`config.mk`:
```
export PLATFORM = sky130hd
export DESIGN_NAME = epso_top
export DESIGN_NICKNAME = d
export VERILOG_FILES = /design/src/common/epso_pkg.sv /design/src/verilog/epso_top.sv /design/src/verilog/epso_sync.sv
export VERILOG_INCLUDE_DIRS = /design/src /design/src/common
export SDC_FILE = /design/constraint.sdc
export NUM_CORES = 1
export LEC_CHECK = 0
export BUFFER_PORTS_ARGS = -buffer_cell sky130_fd_sc_hd__buf_4
export CORE_ASPECT_RATIO = 0.75
export CORE_MARGIN = 1
export CORE_UTILIZATION = 55
export CTS_CLUSTER_SIZE = 8
export DETAILED_ROUTE_END_ITERATION = 7
export PLACE_DENSITY = 0.84
export SLEW_MARGIN = 30
export SYNTH_ARGS = -nofsm -noshare
export SYNTH_HDL_FRONTEND = slang
export SYNTH_SLANG_ARGS = --single-unit
```
`constraint.sdc`:
```
create_clock -name CLK_IN -period 5 [get_ports CLK_IN]
set_input_delay 0.5 -clock CLK_IN [delete_from_list [all_inputs] [get_ports CLK_IN]]
set_output_delay 0.5 -clock CLK_IN [all_outputs]
set_load 0.05 [all_outputs]
```
`src/common/epso_map.svh`:
```
// widths, counts and default bit order for the eye-pattern serial output
`ifndef EPSO_MAP_SVH
`define EPSO_MAP_SVH
`define EPSO_COORD_BITS 8
`define EPSO_WORD_BITS 16
`define EPSO_CNT_W 4
`define EPSO_IDLE_EYE_CLKS 4'h1
`define EPSO_LOW_RISES 5'h10
`define EPSO_LSB_FIRST_DEF 1'b1
`endif

```
`src/common/epso_pkg.sv`:
```
// types for the eye-pattern serial output
package epso_pkg;
  typedef struct packed {
    logic [7:0] x_coord;
    logic [7:0] y_coord;
  } epso_sample_t;
  typedef enum logic [1:0] {
    EPSO_IDLE,
    EPSO_GAP,
    EPSO_SHIFT
  } epso_state_t;
endpackage : epso_pkg

```
`src/verilog/epso_top.sv`:
```
// eye-pattern serial output: shifts X then Y bytes out on the eye clock
`timescale 1ns/10ps
`include "epso_map.svh"
module epso_top #(
  parameter bit LSB_FIRST = `EPSO_LSB_FIRST_DEF
) (
  input wire logic CLK_IN,
  input wire logic RESET_N_IN,
  input wire logic EYE_SHIFT_CLOCK_IN,
  input wire epso_pkg::epso_sample_t SAMPLE_IN,
  input wire logic SAMPLE_VALID_IN,
  output logic SAMPLE_READY_OUT,
  output logic EYE_SERIAL_DATA_OUT,
  output logic EYE_FRAME_STROBE_OUT
);
  ////////////////////////////////////////////////////////////////////////
  logic eye_rise;
  epso_pkg::epso_state_t state_r;
  epso_pkg::epso_state_t state_nxt;
  logic [`EPSO_WORD_BITS-1:0] word_r;
  logic [`EPSO_WORD_BITS-1:0] word_nxt;
  logic [`EPSO_CNT_W-1:0] cnt_r;
  logic [`EPSO_CNT_W-1:0] cnt_nxt;
  logic [`EPSO_CNT_W-1:0] gap_r;
  logic [`EPSO_CNT_W-1:0] gap_nxt;
  logic have_r;
  logic have_nxt;
  epso_pkg::epso_sample_t hold_r;
  logic ready_nxt;
  logic data_nxt;
  logic stb_nxt;
  logic [7:0] x_ord;
  logic [7:0] y_ord;
  logic [`EPSO_WORD_BITS-1:0] load_word;
  logic take;
  logic last_bit;
  logic gap_done;
  logic [4:0] low_rises_r;
  logic [4:0] low_rises_nxt;

  // pin clock is foreign: synchronise before edge detect
  epso_sync u_sync (
    .clk_in(CLK_IN),
    .reset_n_in(RESET_N_IN),
    .async_in(EYE_SHIFT_CLOCK_IN),
    .rise_out(eye_rise)
  );

  ////////////////////////////////////////////////////////////////////////
  // bit order per byte; word MSB always leaves first
  genvar gi;
  generate
    for (gi = 0; gi < `EPSO_COORD_BITS; gi++) begin : g_ord
      assign x_ord[gi] = LSB_FIRST ? hold_r.x_coord[7-gi]
                                   : hold_r.x_coord[gi];
      assign y_ord[gi] = LSB_FIRST ? hold_r.y_coord[7-gi]
                                   : hold_r.y_coord[gi];
    end
  endgenerate
  assign load_word = {x_ord, y_ord};
  assign take = SAMPLE_VALID_IN & SAMPLE_READY_OUT;
  assign last_bit = (cnt_r == 4'hF);
  assign gap_done = (gap_r >= `EPSO_IDLE_EYE_CLKS);

  ////////////////////////////////////////////////////////////////////////
  // sequencing: data and strobe pin changes wait for an eye clock rise; ready follows clk
  always_comb begin
    state_nxt = state_r;
    word_nxt = word_r;
    cnt_nxt = cnt_r;
    gap_nxt = gap_r;
    have_nxt = have_r | take;
    ready_nxt = ~(have_r | take);
    data_nxt = EYE_SERIAL_DATA_OUT;
    stb_nxt = EYE_FRAME_STROBE_OUT;
    if (eye_rise) begin
      unique case (state_r)
        epso_pkg::EPSO_IDLE, epso_pkg::EPSO_GAP: begin
          stb_nxt = 1'b1;
          if (gap_r != 4'hF) gap_nxt = gap_r + 4'h1;
          if (have_r && gap_done) begin
            state_nxt = epso_pkg::EPSO_SHIFT;
            word_nxt = {load_word[`EPSO_WORD_BITS-2:0], 1'b0};
            data_nxt = load_word[`EPSO_WORD_BITS-1];
            stb_nxt = 1'b0;
            cnt_nxt = 4'h0;
            have_nxt = take;
            ready_nxt = ~take;
          end
        end
        epso_pkg::EPSO_SHIFT: begin
          if (last_bit) begin
            state_nxt = epso_pkg::EPSO_GAP;
            stb_nxt = 1'b1;
            gap_nxt = 4'h0;
          end else begin
            data_nxt = word_r[`EPSO_WORD_BITS-1];
            word_nxt = {word_r[`EPSO_WORD_BITS-2:0], 1'b0};
            cnt_nxt = cnt_r + 4'h1;
          end
        end
        // unused fourth code: fall back to idle rather than lock up
        default: state_nxt = epso_pkg::EPSO_IDLE;
      endcase
    end
  end

  // sample holding register, loaded on handshake
  always_ff @(posedge CLK_IN or negedge RESET_N_IN) begin
    if (!RESET_N_IN) hold_r <= '0;
    else if (take) hold_r <= SAMPLE_IN;
  end

  always_ff @(posedge CLK_IN or negedge RESET_N_IN) begin
    if (!RESET_N_IN) begin
      state_r <= epso_pkg::EPSO_IDLE;
      word_r <= '0;
      cnt_r <= '0;
      gap_r <= '0;
      have_r <= 1'b0;
      SAMPLE_READY_OUT <= 1'b0;
      EYE_SERIAL_DATA_OUT <= 1'b0;
      EYE_FRAME_STROBE_OUT <= 1'b1;
    end else begin
      state_r <= state_nxt;
      word_r <= word_nxt;
      cnt_r <= cnt_nxt;
      gap_r <= gap_nxt;
      have_r <= have_nxt;
      SAMPLE_READY_OUT <= ready_nxt;
      EYE_SERIAL_DATA_OUT <= data_nxt;
      EYE_FRAME_STROBE_OUT <= stb_nxt;
    end
  end

  // eye rises seen with the strobe low, closing rise included; a counter
  // instead of a long repetition keeps the property cheap to unroll
  assign low_rises_nxt = EYE_FRAME_STROBE_OUT ? 5'h00 :
                         (eye_rise && low_rises_r != 5'h1F) ?
                         low_rises_r + 5'h01 : low_rises_r;

  always_ff @(posedge CLK_IN or negedge RESET_N_IN) begin
    if (!RESET_N_IN) low_rises_r <= 5'h00;
    else low_rises_r <= low_rises_nxt;
  end
endmodule : epso_top

```
`src/verilog/epso_sync.sv`:
```
// two-flop synchroniser with rising-edge detect on the second stage output
`timescale 1ns/10ps
module epso_sync (
  input wire logic clk_in,
  input wire logic reset_n_in,
  input wire logic async_in,
  output logic rise_out
);
  logic meta_r;
  logic sync_r;
  logic prev_r;
  // only the second stage and later are looked at
  always_ff @(posedge clk_in or negedge reset_n_in) begin
    if (!reset_n_in) begin
      meta_r <= 1'b0;
      sync_r <= 1'b0;
      prev_r <= 1'b0;
    end else begin
      meta_r <= async_in;
      sync_r <= meta_r;
      prev_r <= sync_r;
    end
  end
  assign rise_out = sync_r & ~prev_r;
endmodule : epso_sync

```
==> results of run 1 <==
-- metrics by stage --
step,cells,hold WS [ps]
after floorplan,175,204
after CTS,249,211
after global placement,241,334
final,249,184
after global routing,249,231
after detailed placement,241,342
-- layout make-up --
class                      instances  area, µm²
sequential                        48       1200
inverter                          18       67.6
multi-input combinational        101        754
clock buffer                       8       90.1
fill                             287       1340
timing repair buffer              22        165
tap                               52       65.1
-- placed cells by master, fill, tap and decap left out --
cell type / Yosys / final
a211o_2: 1 / 1
a21o_1: 1 / 1
a21oi_1: 7 / 7
a21oi_2: 10 / 10
a22o_1: 1 / 1
a31oi_1: 1 / 1
and2_1: 2 / 2
and2b_2: 1 / 1
buf_4: 0 / 22
clkbuf_1: 1 / 2
clkbuf_8: 2 / 6
dfrtp_1: 47 / 47
dfstp_2: 1 / 1
ha_1: 4 / 4
inv_1: 17 / 17
inv_2: 1 / 1
mux2_2: 16 / 16
mux2i_1: 2 / 2
nand2_1: 9 / 9
nand2b_1: 2 / 2
nand3_1: 9 / 9
nand4_1: 1 / 1
nand4b_1: 2 / 2
nand4b_2: 1 / 1
nor2_1: 3 / 3
nor2b_1: 1 / 1
nor3b_1: 1 / 1
nor4b_1: 1 / 1
o21ai_0: 5 / 5
o22ai_1: 15 / 15
o31ai_1: 1 / 1
o41ai_1: 1 / 1
or3_1: 1 / 1
or4b_4: 1 / 1
xor2_1: 1 / 1
-- sequential cells by signal (all words and copies together) (netlist names) --
| signal | cells |
|---|---|
| EYE_FRAME_STROBE_OUT | 1 |
| EYE_SERIAL_DATA_OUT | 1 |
| state_r | 2 |
| u_sync.prev_r | 1 |
| u_sync.meta_r | 1 |
| have_r | 1 |
| cnt_r | 4 |
| SAMPLE_READY_OUT | 1 |
| u_sync.sync_r | 1 |
| gap_r | 4 |
| hold_r | 16 |
| word_r | 15 |
-- routing by layer --
layer / wire length [µm] / vias to the layer above / global-route usage
met4: 38 / 0 / 0.0522
li1: - / 655 / -
met2: 1670 / 49 / 0.279
met1: 1800 / 668 / 0.302
met3: 215 / 4 / 0.0815
met5: 0 / - / 0
-- power by group through the flow --
stage	Clock, W	Sequential, W	Combinational, W
4_1_cts	0.000239	0.000684	0.000411
5_1_grt	0.000261	0.000706	0.000449
6_report	0.000235	0.000688	0.000412
2_1_floorplan	0	0.000688	0.000334
3_3_place_gp	0	0.000676	0.000384
3_5_place_dp	0	0.000690	0.000411
-- worst max-delay path by stage --
stage                      end  slack, ps  cells past startpoint
floorplan           word_r[10]       3250                      7
global placement      cnt_r[1]       2510                      6
detailed placement    cnt_r[1]       2290                      6
CTS                   cnt_r[1]       2290                      6
global route          cnt_r[1]       2180                      6
finish                cnt_r[1]       2290                      6
-- cell families after synthesis --
kind of cell,share of synthesized area
adders and majority gates,0.0233
AOI/OAI and AO/OA,0.135
muxes,0.0933
DFF,0.560
and+or+nand+nor,0.0956
xor gates and xnor gates,0.00408
buffers and inverters,0.0880
-- worst max-delay path, delay by kind of cell (launching register included) --
kind | cells | cell delay [ps]
AND/OR/NAND/NOR | 3 | 1630
buffers and inverters | 1 | 110
adder cells (fa/ha/maj) | 1 | 160
flip-flops | 1 | 420
AO/OA/AOI/OAI | 1 | 220
==> results.ini, run 1 <==
[synth]
synth.top_cells.by_area=dfrtp_1 (55%), mux2_2 (8.4%), o22ai_1 (4.4%)
synth-edff-count=0
synth.cells.most_frequent=dfrtp_1 (47), inv_1 (17), mux2_2 (16)
yosys_register_bits=48
synthCells=175
synthesized_cell_area_mm2=0.00215
synth_ff_type=dfrtp_1
synthesis.nets=199
synth.top_cell.area_share=0.548
synth-warning-count=0
synth_cell_types=38
synth_sequential_area_ratio=0.560
synth.largest_area_cell=dfrtp_1
synthMostInstantiatedCell=dfrtp_1
synth_area_per_cell_um2=12.3
synth_async_sr_flop_share=1.00

[timing]
clock.fmax_ghz=0.369
rel_slew_slack=0.442
timing_worst_slew_pin_value_ps=837
min_period_ps=2710
fin_tns_setup_ps=0
fin_skew_ps=7.88
timing.final.setup_violations=0
hold_viol=0
slew_violations=0
grt_setup_unrepaired=false
postLayoutSetupSlackWorst_ps=2290
final.period_utilization=0.542

[floorplanning]
die-height_um=56.1
io-pin-count=23
fp-row-count=19
starting_utilization_of_the_core_area=0.582
die-area_mm2=0.00416
dieWidth_um=74.1
core_footprint_mm2=0.00368

[detailed_routing]
num_vias=1376
drt_pre_antenna_iters=7
vias_per_cell=5.53
wl_per_cell_um=14.9
postRouteAntennaNets=0
detailedRoute.firstIterationViolations=161
detail_route.wirelength_mm=3.72
route.detailed.drc=0

[cells_and_area]
post_route_cells_drive_above_1_share=0.305
core_occupancy_in_the_finished_layout=0.636
stdcell_area_mm2=0.00234
antenna_cells=0
layout.nets=220
flow.area_growth_from_synthesis_pct=9.27

[clocking]
ctsHtreeMaxLevel=2
tritoncts_num_sinks=48
clock_transition_at_path_regs_ps=80
cts_tree=done
cts-buffers-inserted=5
cts_post_setup_buffers_inserted=0
worstSkewPairLatency_ps=310
cts-root-to-sink-buffers=2
cts.root.buffer_cell=clkbuf_8
hold_buffers=0
post_cts.resized_instances=0

[pwr]
powerDensity_mw_per_mm2=569
power_frac_seq=0.516
sw_frac_of_total=0.348
net_switching_component_of_the_power_w=0.000464
p_total_w=0.00133
peakVddDrop_mv=0.334
cell_internal_pwr_w=0.000870
power.combinational.fraction=0.308
clkPwrFrac=0.176
power_leakage_nw=1.08

[critical_path]
worst-r2r-cell-count=6
critical_path.reg2reg.endpoint=cnt_r[1]
cp_data_required_time_ps=5150
max_stage_delay_ps=760
critical_path.slowest_cell=and2_1
startpoint=gap_r[0]
kind_of_start_point_of_the_critical_path=register
setup.reg_to_reg.worst_slack_ps=2290
critical_path.reg2reg.startpoint=gap_r[0]
critPathCaptureType=register
critical_path_peak_fanout=20
cp.arrival_ps=2860
path_cells=inv_1 -> ha_1 -> or4b_4 -> nand4b_2 -> and2_1 -> o21ai_0
setup.worst_path.class=reg -> reg

[grt]
grt_antenna_before_repair=0
grt_max_degree=49
grt-ovfl-total=0
vias_in_the_first_global_route=1309
globalRouteTotalUtil=0.204
grt_pass1_wl_mm=6.18

[job]
timing.max_cap.violations=0

[placement]
detailedPlace.worstSlack_ps=2290
place.detailed.hpwl_mm=2.49
gp_congestion=0.763
input_output_buffers=22
postPlaceCellArea_mm2=0.00225

[hold_path]
path_class_of_the_lowest_slack_min_delay_path=in -> async

[outcome]
status=finished, final reports clean

(Power assumes the default switching activity.)
==> run 2, diff against run 1 <==
--- a/config.mk
+++ b/config.mk
@@ -9,7 +9,7 @@
 export BUFFER_PORTS_ARGS = -buffer_cell sky130_fd_sc_hd__buf_4
 export CORE_ASPECT_RATIO = 0.75
 export CORE_MARGIN = 1
-export CORE_UTILIZATION = 55
+export CORE_UTILIZATION = 52
 export CTS_CLUSTER_SIZE = 8
 export DETAILED_ROUTE_END_ITERATION = 7
 export PLACE_DENSITY = 0.84
==> constraint.sdc (replaced) <==
create_clock -name CLK_IN -period 2.2 [get_ports CLK_IN]
set_input_delay 0.22 -clock CLK_IN [delete_from_list [all_inputs] [get_ports CLK_IN]]
set_output_delay 0.22 -clock CLK_IN [all_outputs]
set_load 0.05 [all_outputs]
==> run 2 against run 1 <==
  * First-iteration DRC count is 65% lower
  * Power is 120% higher
  * Combinational power is 130% higher
  * Non-clock buffer count is 5 higher
  * Final area is 1.2% higher
  * Flip-flop and latch count stayed put
  * Largest cell class unchanged
==> results.ini, run 2 (synthesis results as in run 1) <==
[detailed_routing]
drt_pre_antenna_iters=4  ; -3
wl_per_cell_um=14.0  ; -6.2%
detailedRoute.firstIterationViolations=57  ; -65%
num_vias=1329  ; -3.4%
route.detailed.drc=0  ; unchanged
vias_per_cell=5.25  ; -4.9%
postRouteAntennaNets=0  ; unchanged
detail_route.wirelength_mm=3.55  ; -4.7%

[floorplanning]
dieWidth_um=76.2  ; +2.8%
core_footprint_mm2=0.00380  ; +3.2%
fp-row-count=19  ; unchanged
die-area_mm2=0.00439  ; +5.6%
io-pin-count=23  ; unchanged
starting_utilization_of_the_core_area=0.564  ; -0.0182
die-height_um=57.6  ; +2.7%

[timing]
grt_setup_unrepaired=false
timing.final.setup_violations=0  ; unchanged
min_period_ps=1910  ; -795 ps
rel_slew_slack=0.508  ; +0.0658
fin_tns_setup_ps=0  ; unchanged
fin_skew_ps=2.91  ; -4.97 ps
hold_viol=0  ; unchanged
slew_violations=0  ; unchanged
final.period_utilization=0.870  ; +0.328
fin_worst_hold_slack_ps=25.0  ; -159 ps
clock.fmax_ghz=0.522  ; +41%
timing_worst_slew_pin_value_ps=737  ; -101 ps

[pwr]
power_frac_seq=0.521  ; +0.005
powerDensity_mw_per_mm2=1250  ; +120%
peakVddDrop_mv=0.752  ; +130%
power.combinational.fraction=0.317  ; +0.009
cell_internal_pwr_w=0.00195  ; +120%
clkPwrFrac=0.161  ; -0.015
power_leakage_nw=1.10  ; +1.7%
sw_frac_of_total=0.345  ; -0.00294
net_switching_component_of_the_power_w=0.00103  ; +120%

[critical_path]
kind_of_start_point_of_the_critical_path=register
cp_data_required_time_ps=2370  ; -2780 ps
critical_path.reg2reg.startpoint=gap_r[1]
critPathCaptureType=register
cp.arrival_ps=2080  ; -780 ps
startpoint=gap_r[1]
worst-r2r-cell-count=7  ; +1
critical_path_peak_fanout=17  ; -15%
setup.worst_path.class=reg -> reg

[clocking]
worstSkewPairLatency_ps=300  ; about the same
cts_tree=done
clock_transition_at_path_regs_ps=80  ; about the same
cts-root-to-sink-buffers=2  ; unchanged
cts.root.buffer_cell=clkbuf_8
ctsHtreeMaxLevel=2  ; unchanged
tritoncts_num_sinks=48  ; unchanged
cts-buffers-inserted=5  ; unchanged

[cells_and_area]
most-common-layout-cells=dfrtp_1 (47), buf_4 (26), inv_1 (17)
post_route_cells_drive_above_1_share=0.318  ; +0.0138
layout.area.seq_mm2=0.00120  ; unchanged
n_fill_cell=321  ; +12%
layout.nets=225  ; +2.3%
largest_register_ffs=16  ; unchanged
multi_input_comb_area_um2=754  ; unchanged
stdcell_count=253  ; +1.6%
final_common_cell=dfrtp_1
largestRegisters=hold_r: 16 flops, word_r: 15 flops
registers.top_by_ff_count=hold_r
core_occupancy_in_the_finished_layout=0.624  ; -0.0126
flow.area_growth_from_synthesis_pct=10.6
antenna_cells=0  ; unchanged

[hold_path]
hold_path_depth=1
worst_hold_startpoint=EYE_SHIFT_CLOCK_IN
path_class_of_the_lowest_slack_min_delay_path=in -> reg

[grt]
grt_antenna_before_repair=0  ; unchanged
vias_in_the_first_global_route=1351  ; +3.2%
globalRouteTotalUtil=0.188  ; -0.0164
grt_pass1_wl_mm=6.31  ; +2.0%
grt-ovfl-total=0  ; unchanged
grt_max_degree=49  ; unchanged

[outcome]
status=finished, final reports clean

[placement]
dp_cells=245  ; +1.7%
place.detailed.hpwl_mm=2.41  ; -3.0%
gp_congestion=0.744  ; -2.5%
input_output_buffers=22  ; unchanged

[job]
timing.max_cap.violations=0  ; unchanged

-- run 2: cell count changes in the layout (fill, tap and decap cells not counted) --
cell and change:
dlygate4sd3_1 +1, clkbuf_1 -1, clkinv_2 +1, buf_4 +4
clkbuf_8 -1
-- run 2: per-stage QoR --
step / instance area (µm²) / setup WS (ps) / total power, W
global placement: 2280 / 365 / 0.00245
finish: 2370 / 285 / 0.00298
CTS: 2370 / 279 / 0.00301
global route: 2370 / 167 / 0.00319
floorplan: 2150 / 454 / 0.00232
detailed placement: 2280 / 279 / 0.00251
-- run 2: worst max-delay path, stage by stage (launching register included) --
cell	delay, ps
dfrtp_1	380
inv_1	80
ha_1	180
or4b_4	500
nand4b_2	110
and2_1	130
buf_4	260
o21ai_0	150
-- run 2: cell type report --
type	count	area share
flip-flops and latches	48	0.507
multi-input cells	101	0.318
repair buffers	27	0.0865
clock buffers	6	0.0306
inverters	18	0.0285
well taps	52	0.0274
clock inverters	1	0.00211
-- run 2: final timing paths --
kind	slack [ps]	to
worst max-delay path	290	cnt_r[1]
max in group asynchronous	1350	EYE_FRAME_STROBE_OUT
min in group asynchronous	480	word_r[4]
worst max register to register	290	cnt_r[1]
worst min-delay path	30	u_sync.meta_r
worst min register to register	350	u_sync.sync_r
-- run 2: power by group through the flow --
stage               sequential, W  combinational [W]  clock (W)
floorplan                 0.00156           0.000759          0
global placement          0.00155           0.000904          0
detailed placement        0.00156           0.000949          0
CTS                       0.00155           0.000961   0.000500
global route              0.00161            0.00106   0.000531
finish                    0.00155           0.000944   0.000480
-- run 2: timing repair --
item	in CTS	in global routing
endpoints found under the hold margin	47	0
gates resized for setup	0	0
setup buffers	0	0
hold buffers	1	0
-- run 2: metal layers --
layer	up-vias	GRT usage	wire length, µm
met1	630	0.258	1770
li1	662	-	-
met2	29	0.294	1570
met5	-	0	0
met3	8	0.0425	137
met4	0	0.0824	69
